[src/lfi_pkg.sv]
// package of constants for the laser fire interlock control block
package lfi_pkg;
    // clock rate
    localparam int unsigned CLK_HZ = 125000000;
    // times in their own units
    localparam int unsigned LOCKOUT_MS = 1500;
    localparam int unsigned FIRE_MS = 55;
    localparam int unsigned DEBOUNCE_MS = 5;
    // derived cycle counts
    localparam int unsigned LOCKOUT_CYC = (CLK_HZ / 1000) * LOCKOUT_MS;
    localparam int unsigned FIRE_CYC = (CLK_HZ / 1000) * FIRE_MS;
    localparam int unsigned DEBOUNCE_CYC = (CLK_HZ / 1000) * DEBOUNCE_MS;
    localparam int unsigned CNT_W = 28;
    // register map
    localparam logic [7:0] STATUS_OFS = 8'h00;
    localparam logic [7:0] MASK_OFS = 8'h04;
    localparam logic [7:0] STATE_OFS = 8'h08;
    localparam logic [7:0] CTRL_OFS = 8'h0c;
    // status and mask bit positions
    localparam int unsigned EV_OVERLOAD = 0;
    localparam int unsigned EV_FIRE = 1;
    localparam int unsigned EV_BLOCKED = 2;
    localparam int unsigned EV_W = 3;
    // reset values and bus response codes
    localparam logic [EV_W-1:0] MASK_RST = 3'h0;
    localparam logic CTRL_RST = 1'b0;
    localparam logic [1:0] AXI_OKAY = 2'h0;
    localparam logic [1:0] AXI_SLVERR = 2'h2;
endpackage

[src/lfi_debounce.sv]
// synchroniser and debouncer for one operator input
`timescale 1ns/1ps
`default_nettype none
module lfi_debounce #(
    parameter logic [27:0] LEN = 28'h0000001
) (
    input wire logic aclk,
    input wire logic aresetn,
    input wire logic ce,
    input wire logic raw,
    output logic clean
);
    logic s1_q;
    logic s2_q;
    logic [27:0] cnt_q;
    logic clean_q;

    // two-stage synchroniser, first stage only feeds the second
    always_ff @(posedge aclk) begin
        if (!aresetn) begin
            s1_q <= 1'b0;
            s2_q <= 1'b0;
        end else if (ce) begin
            s1_q <= raw;
            s2_q <= s1_q;
        end
    end

    // accept a new level only once it has held for len cycles
    always_ff @(posedge aclk) begin
        if (!aresetn) begin
            cnt_q <= 28'h0000000;
            clean_q <= 1'b0;
        end else if (ce) begin
            if (s2_q == clean_q) begin
                cnt_q <= 28'h0000000;
            end else if (cnt_q >= LEN - 28'h0000001) begin
                clean_q <= s2_q;
                cnt_q <= 28'h0000000;
            end else begin
                cnt_q <= cnt_q + 28'h0000001;
            end
        end
    end

    assign clean = clean_q;
endmodule
`default_nettype wire

[src/lfi_timer.sv]
// one-shot down counter used for lockout and fire pulse widths
`timescale 1ns/1ps
`default_nettype none
module lfi_timer #(
    parameter logic [27:0] LEN = 28'h0000001
) (
    input wire logic aclk,
    input wire logic aresetn,
    input wire logic ce,
    input wire logic fire,
    output logic busy,
    output logic start
);
    logic [27:0] cnt_q;

    // retriggerable count of len cycles from the fire request
    always_ff @(posedge aclk) begin
        if (!aresetn) begin
            cnt_q <= 28'h0000000;
        end else if (ce) begin
            if (fire) begin
                cnt_q <= LEN;
            end else if (cnt_q != 28'h0000000) begin
                cnt_q <= cnt_q - 28'h0000001;
            end
        end
    end

    assign busy = (cnt_q != 28'h0000000);
    assign start = ce & fire;
endmodule
`default_nettype wire

[src/lfi_top.sv]
// fire control and overload lockout with an axi4-lite register slave
`timescale 1ns/1ps
`default_nettype none
module lfi_top #(
    parameter int unsigned LOCKOUT_CYC = lfi_pkg::LOCKOUT_CYC,
    parameter int unsigned FIRE_CYC = lfi_pkg::FIRE_CYC,
    parameter int unsigned DEBOUNCE_CYC = lfi_pkg::DEBOUNCE_CYC
) (
    input wire logic aclk,
    input wire logic aresetn,
    input wire logic clk_en,
    input wire logic shot_button,
    input wire logic mode_10hz,
    input wire logic enable_button,
    input wire logic overload_monitor_input,
    input wire logic ref_10hz,
    output logic sync_delay_generator_gate,
    output logic rear_error_led,
    output logic front_error_led,
    output logic front_armed_led,
    output logic rear_armed_led,
    output logic irq,
    input wire logic [7:0] s_axi_awaddr,
    input wire logic s_axi_awvalid,
    output logic s_axi_awready,
    input wire logic [31:0] s_axi_wdata,
    input wire logic [3:0] s_axi_wstrb,
    input wire logic s_axi_wvalid,
    output logic s_axi_wready,
    output logic [1:0] s_axi_bresp,
    output logic s_axi_bvalid,
    input wire logic s_axi_bready,
    input wire logic [7:0] s_axi_araddr,
    input wire logic s_axi_arvalid,
    output logic s_axi_arready,
    output logic [31:0] s_axi_rdata,
    output logic [1:0] s_axi_rresp,
    output logic s_axi_rvalid,
    input wire logic s_axi_rready
);
    localparam int unsigned EW = lfi_pkg::EV_W;

    logic btn_clean;
    logic btn_prev_q;
    logic [1:0] mode_sync_q;
    logic [1:0] en_sync_q;
    logic [1:0] mon_sync_q;
    logic [1:0] ref_sync_q;
    logic ref_prev_q;
    logic ref_rise;
    logic req_q;
    logic stage_q;
    logic trig;
    logic over;
    logic over_prev_q;
    logic lock_busy;
    logic fire_busy;
    logic fire_start;
    logic enable_held;
    logic gate_q;
    logic rear_err_q;
    logic front_err_q;
    logic armed_q;
    logic sw_inhibit_q;
    logic [EW-1:0] status_q;
    logic [EW-1:0] mask_q;
    logic [EW-1:0] ev;
    logic aw_held_q;
    logic w_held_q;
    logic [7:0] awaddr_q;
    logic [31:0] wdata_q;
    logic [3:0] wstrb_q;
    logic bvalid_q;
    logic [1:0] bresp_q;
    logic rvalid_q;
    logic [31:0] rdata_q;
    logic [1:0] rresp_q;
    logic wr_do;
    logic [EW-1:0] w1c;

    // register offset decode shared by the read and write paths
    function automatic logic mapped(input logic [7:0] a);
        mapped = (a == lfi_pkg::STATUS_OFS) || (a == lfi_pkg::MASK_OFS) ||
            (a == lfi_pkg::STATE_OFS) || (a == lfi_pkg::CTRL_OFS);
    endfunction

    // button debouncer including its own synchroniser
    lfi_debounce #(.LEN(DEBOUNCE_CYC[27:0])) u_btn (
        .aclk(aclk),
        .aresetn(aresetn),
        .ce(clk_en),
        .raw(shot_button),
        .clean(btn_clean)
    );

    // level synchronisers for the remaining inputs
    always_ff @(posedge aclk) begin
        if (!aresetn) begin
            mode_sync_q <= 2'h0;
            en_sync_q <= 2'h0;
            mon_sync_q <= 2'h0;
            ref_sync_q <= 2'h0;
        end else if (clk_en) begin
            mode_sync_q <= {mode_sync_q[0], mode_10hz};
            en_sync_q <= {en_sync_q[0], enable_button};
            mon_sync_q <= {mon_sync_q[0], overload_monitor_input};
            ref_sync_q <= {ref_sync_q[0], ref_10hz};
        end
    end

    // edge history for button, reference and overload
    always_ff @(posedge aclk) begin
        if (!aresetn) begin
            btn_prev_q <= 1'b0;
            ref_prev_q <= 1'b0;
            over_prev_q <= 1'b0;
        end else if (clk_en) begin
            btn_prev_q <= btn_clean;
            ref_prev_q <= ref_sync_q[1];
            over_prev_q <= over;
        end
    end

    assign ref_rise = ref_sync_q[1] & ~ref_prev_q;
    assign over = mon_sync_q[1];
    assign enable_held = en_sync_q[1];

    // request latch and 10 hz second stage, both cleared on fire start
    always_ff @(posedge aclk) begin
        if (!aresetn) begin
            req_q <= 1'b0;
            stage_q <= 1'b0;
        end else if (clk_en) begin
            if (fire_start) begin
                req_q <= 1'b0;
                stage_q <= 1'b0;
            end else begin
                if (btn_clean & ~btn_prev_q) begin
                    req_q <= 1'b1;
                end
                if (ref_rise) begin
                    stage_q <= req_q;
                end
            end
        end
    end

    // trigger source per mode switch, new pulse only when idle
    assign trig = mode_sync_q[1] ? ref_rise : stage_q;

    // lockout timer fired on each overload rising edge
    lfi_timer #(.LEN(LOCKOUT_CYC[27:0])) u_lock (
        .aclk(aclk),
        .aresetn(aresetn),
        .ce(clk_en),
        .fire(over & ~over_prev_q),
        .busy(lock_busy),
        .start()
    );

    // fire pulse timer
    lfi_timer #(.LEN(FIRE_CYC[27:0])) u_fire (
        .aclk(aclk),
        .aresetn(aresetn),
        .ce(clk_en),
        .fire(trig & ~fire_busy),
        .busy(fire_busy),
        .start(fire_start)
    );

    // output gate and panel indicators
    always_ff @(posedge aclk) begin
        if (!aresetn) begin
            gate_q <= 1'b0;
            rear_err_q <= 1'b0;
            front_err_q <= 1'b0;
            armed_q <= 1'b0;
        end else if (clk_en) begin
            gate_q <= fire_busy & ~lock_busy & ~enable_held & ~sw_inhibit_q;
            rear_err_q <= over;
            front_err_q <= lock_busy | enable_held;
            armed_q <= ~enable_held;
        end
    end

    assign sync_delay_generator_gate = gate_q;
    assign rear_error_led = rear_err_q;
    assign front_error_led = front_err_q;
    assign front_armed_led = armed_q;
    assign rear_armed_led = armed_q;

    // events: overload, fire pulse start, fire blocked by interlock
    assign ev[lfi_pkg::EV_OVERLOAD] = over & ~over_prev_q;
    assign ev[lfi_pkg::EV_FIRE] = fire_start;
    assign ev[lfi_pkg::EV_BLOCKED] = fire_start & (lock_busy | enable_held);

    // axi write: take address and data in any order, then respond
    assign s_axi_awready = ~aw_held_q & ~bvalid_q;
    assign s_axi_wready = ~w_held_q & ~bvalid_q;
    assign wr_do = aw_held_q & w_held_q & ~bvalid_q;
    assign w1c = (wr_do && awaddr_q == lfi_pkg::STATUS_OFS && wstrb_q[0]) ?
        wdata_q[EW-1:0] : {EW{1'b0}};

    always_ff @(posedge aclk) begin
        if (!aresetn) begin
            aw_held_q <= 1'b0;
            w_held_q <= 1'b0;
            awaddr_q <= 8'h00;
            wdata_q <= 32'h00000000;
            wstrb_q <= 4'h0;
            bvalid_q <= 1'b0;
            bresp_q <= lfi_pkg::AXI_OKAY;
        end else if (clk_en) begin
            if (s_axi_awvalid & s_axi_awready) begin
                aw_held_q <= 1'b1;
                awaddr_q <= {s_axi_awaddr[7:2], 2'h0};
            end
            if (s_axi_wvalid & s_axi_wready) begin
                w_held_q <= 1'b1;
                wdata_q <= s_axi_wdata;
                wstrb_q <= s_axi_wstrb;
            end
            if (wr_do) begin
                aw_held_q <= 1'b0;
                w_held_q <= 1'b0;
                bvalid_q <= 1'b1;
                bresp_q <= mapped(awaddr_q) ? lfi_pkg::AXI_OKAY : lfi_pkg::AXI_SLVERR;
            end else if (bvalid_q & s_axi_bready) begin
                bvalid_q <= 1'b0;
            end
        end
    end

    // mask and inhibit control registers
    always_ff @(posedge aclk) begin
        if (!aresetn) begin
            mask_q <= lfi_pkg::MASK_RST;
            sw_inhibit_q <= lfi_pkg::CTRL_RST;
        end else if (clk_en && wr_do && wstrb_q[0]) begin
            if (awaddr_q == lfi_pkg::MASK_OFS) begin
                mask_q <= wdata_q[EW-1:0];
            end
            if (awaddr_q == lfi_pkg::CTRL_OFS) begin
                sw_inhibit_q <= wdata_q[0];
            end
        end
    end

    // sticky status, a new event wins over a write-one clear
    always_ff @(posedge aclk) begin
        if (!aresetn) begin
            status_q <= {EW{1'b0}};
        end else if (clk_en) begin
            status_q <= (status_q & ~w1c) | ev;
        end
    end

    assign irq = |(status_q & mask_q);

    // axi read with registered data
    assign s_axi_arready = ~rvalid_q;

    always_ff @(posedge aclk) begin
        if (!aresetn) begin
            rvalid_q <= 1'b0;
            rdata_q <= 32'h00000000;
            rresp_q <= lfi_pkg::AXI_OKAY;
        end else if (clk_en) begin
            if (s_axi_arvalid & s_axi_arready) begin
                rvalid_q <= 1'b1;
                rresp_q <= mapped({s_axi_araddr[7:2], 2'h0}) ?
                    lfi_pkg::AXI_OKAY : lfi_pkg::AXI_SLVERR;
                unique case ({s_axi_araddr[7:2], 2'h0})
                    lfi_pkg::STATUS_OFS: rdata_q <= {29'h0, status_q};
                    lfi_pkg::MASK_OFS: rdata_q <= {29'h0, mask_q};
                    lfi_pkg::STATE_OFS: rdata_q <= {26'h0, enable_held, over,
                        mode_sync_q[1], gate_q, fire_busy, lock_busy};
                    lfi_pkg::CTRL_OFS: rdata_q <= {31'h0, sw_inhibit_q};
                    default: rdata_q <= 32'h00000000;
                endcase
            end else if (rvalid_q & s_axi_rready) begin
                rvalid_q <= 1'b0;
            end
        end
    end

    assign s_axi_rdata = rdata_q;
    assign s_axi_rresp = rresp_q;
    assign s_axi_rvalid = rvalid_q;
    assign s_axi_bvalid = bvalid_q;
    assign s_axi_bresp = bresp_q;
endmodule
`default_nettype wire

[config.mk]
export PLATFORM = sky130hd
export DESIGN_NAME = lfi_top
export DESIGN_NICKNAME = d
export VERILOG_FILES = /design/src/lfi_pkg.sv /design/src/lfi_debounce.sv /design/src/lfi_timer.sv /design/src/lfi_top.sv
export SDC_FILE = /design/constraint.sdc
export NUM_CORES = 1
export LEC_CHECK = 0
export ABC_AREA = 1
export BUFFER_PORTS_ARGS = -buffer_cell sky130_fd_sc_hd__buf_2
export CORE_UTILIZATION = 52
export DETAILED_ROUTE_END_ITERATION = 7
export GPL_ROUTABILITY_DRIVEN = 1
export GPL_TIMING_DRIVEN = 1
export PLACE_DENSITY_LB_ADDON = 0.08
export SLEW_MARGIN = 15
export SYNTH_ARGS = -nofsm -noshare
export SYNTH_HDL_FRONTEND = slang
export SYNTH_SLANG_ARGS = --single-unit
[constraint.sdc]
create_clock -name aclk -period 1.6 [get_ports aclk]
set_clock_uncertainty 0.05 [all_clocks]
set_input_delay 0.32 -clock aclk [delete_from_list [all_inputs] [get_ports aclk]]
set_output_delay 0.32 -clock aclk [all_outputs]
set_load 0.02 [all_outputs]
Word level (Yosys, flattened, before mapping):

Index checks and enable logic that the tools add are counted.
W data, S select, Z words.

* input bits: 65
* bits in registers: 160
* output and inout port bits: 47
* word-level logic and storage cells: 138

* reduce and logical (&&, ||, !) cells: 38
* $add $sub $neg: 3
* equality and inequality tests: 7
* muxes and demuxes: 23
* bitwise operators: 35
* order comparisons: 1

Operators with widths (number)
* $mux W28: 6
* $reduce_bool A28 Y1: 2
* $sub A28 B1 Y28 const B: 2
* $add A28 B1 Y28 const B: 1
* $ge A28 B20 Y1 const B: 1
* $reduce_and A2 Y1: 14
* $eq A6 B2 Y1 const B: 4
* $pmux W6 S4: 1
* $and A1 B1 Y1: 18
* $reduce_bool A2 Y1: 8
* $mux W1: 13
* $eq A6 B1 Y1 const B: 2
* $not A1 Y1: 12
* $logic_not A8 Y1: 1
* $and A3 B3 Y3: 2
* $logic_not A6 Y1: 1
* $logic_or A1 B1 Y1: 6
* $logic_and A1 B1 Y1: 4
* $mux W2: 2
* $mux W3: 1
* $not A3 Y3: 1
* $or A3 B3 Y3: 1
* $reduce_and A3 Y1: 1
* $reduce_or A3 Y1: 1
* 2 further kinds: 2

Depth between registers and ports, before layout:

Gate-level depths: netlist of the first run.

* word-level depth: 8
* mapped depth: 12
* depth with buffers taken out: 11

Modules after synthesis:

Synthesis of the first run repeated with hierarchy kept, for this count alone.

* cell total of the unflattened synthesis: 1222
* area, all modules: 8025.2 µm²

By module, submodules not included
* lfi_top: area an instance 2107.0 µm², instances 1, sequential area each 900.9 µm², cells each 287
* lfi_timer at u_lock: area an instance 2059.5 µm², instances 1, sequential area each 560.5 µm², cells each 326
* lfi_timer at u_fire: area an instance 1963.1 µm², instances 1, sequential area each 560.5 µm², cells each 314
* lfi_debounce: area an instance 1895.6 µm², instances 1, sequential area each 620.6 µm², cells each 295

Least setup slack after synthesis of the first run:

OpenSTA, ideal clock, no wires.

* kind: reg-to-reg
* start: register u_lock.cnt_q[0]
* end: register u_lock.cnt_q[14]
* path slack: -226 ps
* data required time: 1411 ps
* library setup time: 139 ps
* cell stages (with the launch flop): 13
* buffers on the path: 2
* arrival: 1637 ps
* clock period less this slack: 1826 ps
* path through: dfxtp_1 > inv_1 > ha_1 > nand2_2 > nor2_4 > and2_4 > nand2_4 > nand2_2 > nand2_1 > buf_4 > buf_6 > nand2_1 > a21oi_2

* longest elaborated chain between the ends: 3
* elaborated cells between the ends (all ways): 6
* classes of those cells: 1 x add/sub; 2 x mux; 3 x reduce/logical

RTL lines
* start, declared: line lfi_timer.sv:14 `logic [27:0] cnt_q;`
* start signal, assigned: line lfi_timer.sv:24 `cnt_q <= cnt_q - 28'h0000001;`
* $sub A28 B1 Y28 or $reduce_bool A28 Y1 (tied branches): line lfi_timer.sv:24, lfi_timer.sv:23
* $mux W28 or $reduce_bool A2 Y1 (tied branches)
* $mux W28 or $reduce_and A2 Y1 (tied branches)

Several ways; a longest one is shown, not always the timed one. The select of a mux whose other input is x is not followed.
A chain may end at the register's enable or synchronous reset.

Final worst setup path of the first run:

* start: register u_lock.cnt_q[26]
* end: register u_lock.cnt_q[22]

* longest elaborated chain between the ends: 3

RTL lines
* $reduce_bool A28 Y1: line lfi_timer.sv:23 `end else if (cnt_q != 28'h0000000) begin`
* $reduce_bool A2 Y1 (no source line)
* $reduce_and A2 Y1 (no source line)

No other way between the ends.

==> results_dict.tcl, run 1 <==
set metrics [dict create \
    synth.area.top_cells "dfxtp_1, nand2_1, nor2_1" \
    fin_tns_setup_ps -8390 \
    cts_max_path_buffers 2 \
    cts-root-buf "clkbuf_16" \
    clk_latency_ps 430 \
    seq_area_frac_synth 0.348 \
    final_layout_size_suffix_gt1_frac 0.365 \
    vias 8544 \
    cts_tree "yes" \
    p_per_area_mw_per_mm2 2360 \
    grt_pass1_vias 7526 \
    max_cap_violations 0 \
    synth-simple-area-share 0.375 \
    vdd_drop_max_mv 1.21 \
    hold_viol_final 0 \
    synth.ff_latch_count 132 \
    dp_slack_ps -185 \
    routedWlPerCell_um 14.5 \
    grt_pass1_wl_um 34500 \
    num_rows 43 \
    core-area_sq_mm 0.0140 \
    synth-compound-area-share 0.118 \
    hold_slack_ps 60.8 \
    start_kind "flip-flop" \
    multi_input_area_sq_mm 0.00511 \
    n_fill_cell 1005 \
    synth.avg_cell_area_sq_um 6.37 \
    rsz0062_at_grt "true" \
    ant_nets 0 \
    cp_slowest_cell "dfxtp_2" \
    synth_most_common_cell "nand2_1" \
    synth_cell_types 40 \
    clk_pin_slew_ps 60 \
    crit_top_cell "nor2_1" \
    total_leakage_power_uw 0.00504 \
    drt-pass1-iter-count 5 \
    nets 1482 \
    min_period_ps 1830 \
    synth_flop_cell "dfxtp_1" \
    via_per_inst 5.32 \
    worstPathArrival_ps 2100 \
    place_congestion 0.900 \
    synth-xor-area-share 0.0438 \
    synth_cells 1193 \
    synth_common_cells "nand2_1, nor2_1, dfxtp_1, inv_1, a21oi_1" \
    drc 0 \
    wl_um 23300 \
    yosysTopAreaCell "dfxtp_1" \
    setup_viol 58 \
    ys_async_sr_fraction 0 \
    critPathCaptureType "flip-flop" \
    grt_max_degree 50 \
    cp_cell_sequence "nor2_4 -> nand3_2 -> nor3_4 -> buf_6 -> nand2_8 -> o21ai_4 -> buf_12 -> nor2_1 -> nor2_1 -> nor2_1" \
    hold_class "in2reg" \
    port_buffers 47 \
    die_h_um 123 \
    cts_buffers 17 \
    violations "negative setup slack" \
    fmax_mhz 546 \
    fin_crit_sh 1.14 \
    yosysWarnings 0 \
    drv_slew 0 \
    cts_max_level 4 \
    io_pins 112 \
    power.total_uw 25900 \
    muxShareOfSynthArea 0 \
    synth_fa_ha_area_frac 0.00659 \
    crit_type "reg2reg" \
    synth_top_family_by_area "simple AND/OR/NAND/NOR gates" \
    cts_hold_buf 0 \
    gr-total-overflow 0 \
    chipWidth_um 123 \
    worst_slack_ps -230 \
    post-route-util 0.782 \
    cp.required_ps 1870 \
    seqCellArea_sq_mm 0.00268 \
    status "finished, violations left" \
    dieArea_sq_mm 0.0151 \
    grt_use_total 0.291 \
    area_growth_pct 44.5 \
    cts_sinks 132 \
    dp_hpwl_um 14200 \
    synth_edf_count 0 \
    drt_iter0_markers 597 \
    cp_max_fo 25 \
    syn_area_sq_mm 0.00760 \
    cpPeakStageDelay_ps 350 \
    synth_top_area_frac 0.348 \
    diodes 0 \
    antenna_found_initial 0 \
    start_util 0.541 \
]
==> cell families (layout without fill, tap and decap cells) <==
family,count (synthesis),count (layout)
buf+inv,176,382
compound gates,166,166
simple gates,676,676
other cells,1,28
flops,132,132
fa+ha+maj,4,4
xor+xnor,38,38
==> per-stage QoR <==
stage / area [sq um] / cells
after floorplan: 7740 / 1220
after global placement: 9080 / 1540
after detailed placement: 9080 / 1540
after CTS: 10300 / 1597
after global routing: 11000 / 1606
final: 11000 / 1606
==> critical path: cells and delay by family (launching register included) <==
kind | cells | cell delay, ps
and+or+nand+nor | 7 | 810
DFF | 1 | 350
buffers and inverters | 2 | 350
AOI/OAI and AO/OA | 1 | 150
==> state kept, by name (all words and copies together), names as in the netlist, 2 cells and up <==
signal / count
awaddr_q: 6
en_sync_q: 2
mask_q: 3
mode_sync_q: 2
mon_sync_q: 2
ref_sync_q: 2
s_axi_rdata: 6
status_q: 3
u_btn.cnt_q: 28
u_fire.cnt_q: 28
u_lock.cnt_q: 28
wdata_q: 3
==> layout make-up <==
type,instances,area share
clock buffers,18,0.0391
clock inverters,14,0.0129
inverters,107,0.0370
multi-input cells,912,0.466
flip-flops and latches,132,0.244
well taps,180,0.0205
repair buffers,242,0.180
repair inverters,1,0.000456
==> report_power, final <==
part	leakage, uW	internal (uW)	total [uW]	switching, uW
clock	0.000267	2180	3820	1640
combinational	0.00368	7840	17500	9680
sequential	0.00109	3980	4580	592
total	0.00504	14000	25900	11900
==> per-layer routing <==
| metal | vias up | global-route usage | share of wire |
|---|---|---|---|
| li1 | 4224 | - | - |
| met1 | 3938 | 0.370 | 0.42 |
| met2 | 313 | 0.491 | 0.49 |
| met3 | 69 | 0.0441 | 0.057 |
| met4 | 0 | 0.114 | 0.029 |
| met5 | - | 0 | 0 |
==> cells in the final DEF (no fill, tap or decap), types with 11 or more instances in the layout <==
cell and count:
nand3_1 58, buf_4 167, o21ai_0 42, buf_12 11, dfxtp_1 103, inv_1 95, nor2_1 168, conb_1 28
clkbuf_16 18, a21oi_1 62, nand2_1 242, buf_2 46, nor2_2 45, nand2_2 36, dfxtp_2 27, a21oi_2 36
buf_6 13, inv_2 11, nand2_4 27, nand4_1 41, nor2_4 24, xor2_1 27, xnor2_1 11
==> what timing repair did <==
action	in CTS	in global routing
endpoints found under the setup margin	64	84
buffers inserted	22	9
resized for setup	111	198
pin swaps	40	59
cloned	4	4
==> final timing paths <==
kind                      end  slack (ps)  cells after the start              startpoint
min reg2reg   u_btn.cnt_q[25]         390                      2         u_btn.cnt_q[25]
max reg2reg  u_lock.cnt_q[22]        -230                     10        u_lock.cnt_q[26]
min             mon_sync_q[0]          60                      3  overload_monitor_input
max          u_lock.cnt_q[22]        -230                     10        u_lock.cnt_q[26]
(Power assumes the default switching activity.)
==> run 2: changes to the inputs <==
- REMOVE_ABC_BUFFERS: not set -> 1
==> run 2 against run 1 <==
The flow still finishes with violations (negative setup slack). Die area unchanged. Power fell by 9.4%. Sequential power shrank 2%. Register-to-register slack better by 80 ps. Global-route usage decreased by 0.32 points. Clock-buffer cell count rose by 2. Clock power grew 5%. Combinational power decreased by 14%. First-iteration DRC count is 3.4% higher. Non-clock buffer count down 25. Via count down 4.0%. Utilization down 3.6 points. Critical path type unchanged.
==> results_dict.tcl, run 2 (synthesis gave the netlist of run 1 again) <==
set metrics [dict create \
    status "finished, violations left" \
    violations "negative setup slack" \
    cp_slowest_cell "dfxtp_2" \
    dp_slack_ps -135 \
    grt_max_degree 49 \
    drt_iter0_markers 617 \
    cpPeakStageDelay_ps 330 \
    num_rows 43 \
    hold_class "in2reg" \
    crit_top_cell "nand2_4" \
    p_per_area_mw_per_mm2 2240 \
    cts-root-buf "clkbuf_16" \
    hold_viol_final 0 \
    diodes 0 \
    largest_registers "u_btn.cnt_q x28, u_fire.cnt_q x28, u_lock.cnt_q x28" \
    place_congestion 0.949 \
    final_layout_size_suffix_gt1_frac 0.323 \
    cp_max_fo 7 \
    max_cap_violations 0 \
    hold_slack_ps 63.0 \
    crit_buf_inv 3 \
    worstPathArrival_ps 2010 \
    drc 0 \
    dp_hpwl_um 14200 \
    nets 1456 \
    drt-pass1-iter-count 7 \
    vias 8199 \
    worst_slack_ps -149 \
    drv_slew 0 \
    finalNonFillerCells 1580 \
    start_kind "flip-flop" \
    routedWlPerCell_um 13.8 \
    cp.depth 11 \
    cts_hold_buf 0 \
    fmax_mhz 572 \
    min_period_ps 1750 \
    r2r_slack_ps -150 \
    grt_pass1_vias 7373 \
    cts_buffers 17 \
    total_leakage_power_uw 0.00481 \
    ff2ff_path_depth 11 \
    crit_path_end "u_lock.cnt_q[9]" \
    fin_crit_sh 1.09 \
    chipWidth_um 123 \
    cp.required_ps 1860 \
    cp_cell_sequence "nor2_4 -> nand3_2 -> nor3_2 -> buf_4 -> nand2_4 -> nand2_4 -> nand2_8 -> buf_12 -> clkbuf_16 -> nand2_4 -> a21oi_2" \
    startpoint "u_lock.cnt_q[26]" \
    io_pins 112 \
    layout.cells.most_common_list "nand2_1, nor2_1, buf_4" \
    dieArea_sq_mm 0.0151 \
    port_buffers 47 \
    regToRegEndpoint "u_lock.cnt_q[9]" \
    cts_tree "yes" \
    gr-total-overflow 0 \
    antenna_found_initial 0 \
    final_common_cell "nand2_1" \
    power.total_uw 23500 \
    grt_use_total 0.287 \
    post-route-util 0.746 \
    grt_pass1_wl_um 34000 \
    ant_nets 0 \
    die_h_um 123 \
    cts_max_path_buffers 2 \
    setup_viol 59 \
    crit_type "reg2reg" \
    r2r_start "u_lock.cnt_q[26]" \
    clk_latency_ps 430 \
    cts_max_level 4 \
    vdd_drop_max_mv 1.11 \
    clk_pin_slew_ps 60 \
    area_growth_pct 37.9 \
    rsz0062_at_grt "true" \
    dp.cells 1527 \
    start_util 0.541 \
    crit_family "simple AND/OR/NAND/NOR gates" \
    critPathCaptureType "flip-flop" \
    core-area_sq_mm 0.0140 \
    via_per_inst 5.19 \
    cts_sinks 132 \
    wl_um 21800 \
]
## run 2: cell types whose count changed in the layout (fill, tap and decap cells not counted), moves of 10 or more
cell	change
buf_4	-17
nand2_4	-14
nor2_4	-10
o21ai_0	+12
a21oi_2	-14
a21oi_1	+14
nand2_1	+14
## run 2: how the worst min path moves through the flow
| stage | startpoint | to | slack, ps | cells after the start |
|---|---|---|---|---|
| 2_1_floorplan | clk_en | u_btn.cnt_q[20] | 350 | 1 |
| 3_3_place_gp | u_btn.cnt_q[27] | u_btn.cnt_q[27] | 380 | 2 |
| 3_5_place_dp | u_btn.cnt_q[23] | u_btn.cnt_q[23] | 380 | 2 |
| 4_1_cts | shot_button | u_btn.s1_q | 60 | 3 |
| 5_1_grt | ref_10hz | ref_sync_q[0] | 70 | 3 |
| 6_report | ref_10hz | ref_sync_q[0] | 60 | 3 |
## run 2: tightest hold or removal path: cells and delay by family
family                 cells  cell delay (ps)
buffers and inverters      1               70
AND/OR/NAND/NOR            2              110
## run 2: power by group
part           internal (uW)  switching [uW]
combinational           6650            8340
clock                   2440            1560
sequential              3970             533
total                  13100           10400
## run 2: metal layers
layer / GRT usage / vias to the layer above / share of wire
met5: 0 / - / 0
met4: 0.102 / 0 / 0.022
met3: 0.0553 / 51 / 0.048
met2: 0.484 / 235 / 0.48
met1: 0.364 / 3743 / 0.45
li1: - / 4170 / -
## run 2: layout make-up
cell class	count	area [sq um]
clock buffers	20	467
clock inverters	12	141
fillers	1128	3570
inverters	107	404
multi-input cells	912	4810
flip-flops and latches	132	2670
well taps	180	225
repair buffers	217	1750
## run 2: repair_timing
item                                    in CTS  in global routing
pin swaps                                   14                 48
cloned                                       3                  1
buffers inserted                            12                  6
endpoints found under the setup margin      63                 82
gates resized for setup                     69                150
## run 2: metrics by stage
stage	instance area (sq um)	setup TNS, ps
after floorplan	7280	-18990
after global placement	8950	-3390
after detailed placement	8950	-5060
after CTS	9980	-3680
after global routing	10500	-9810
final	10500	-5040
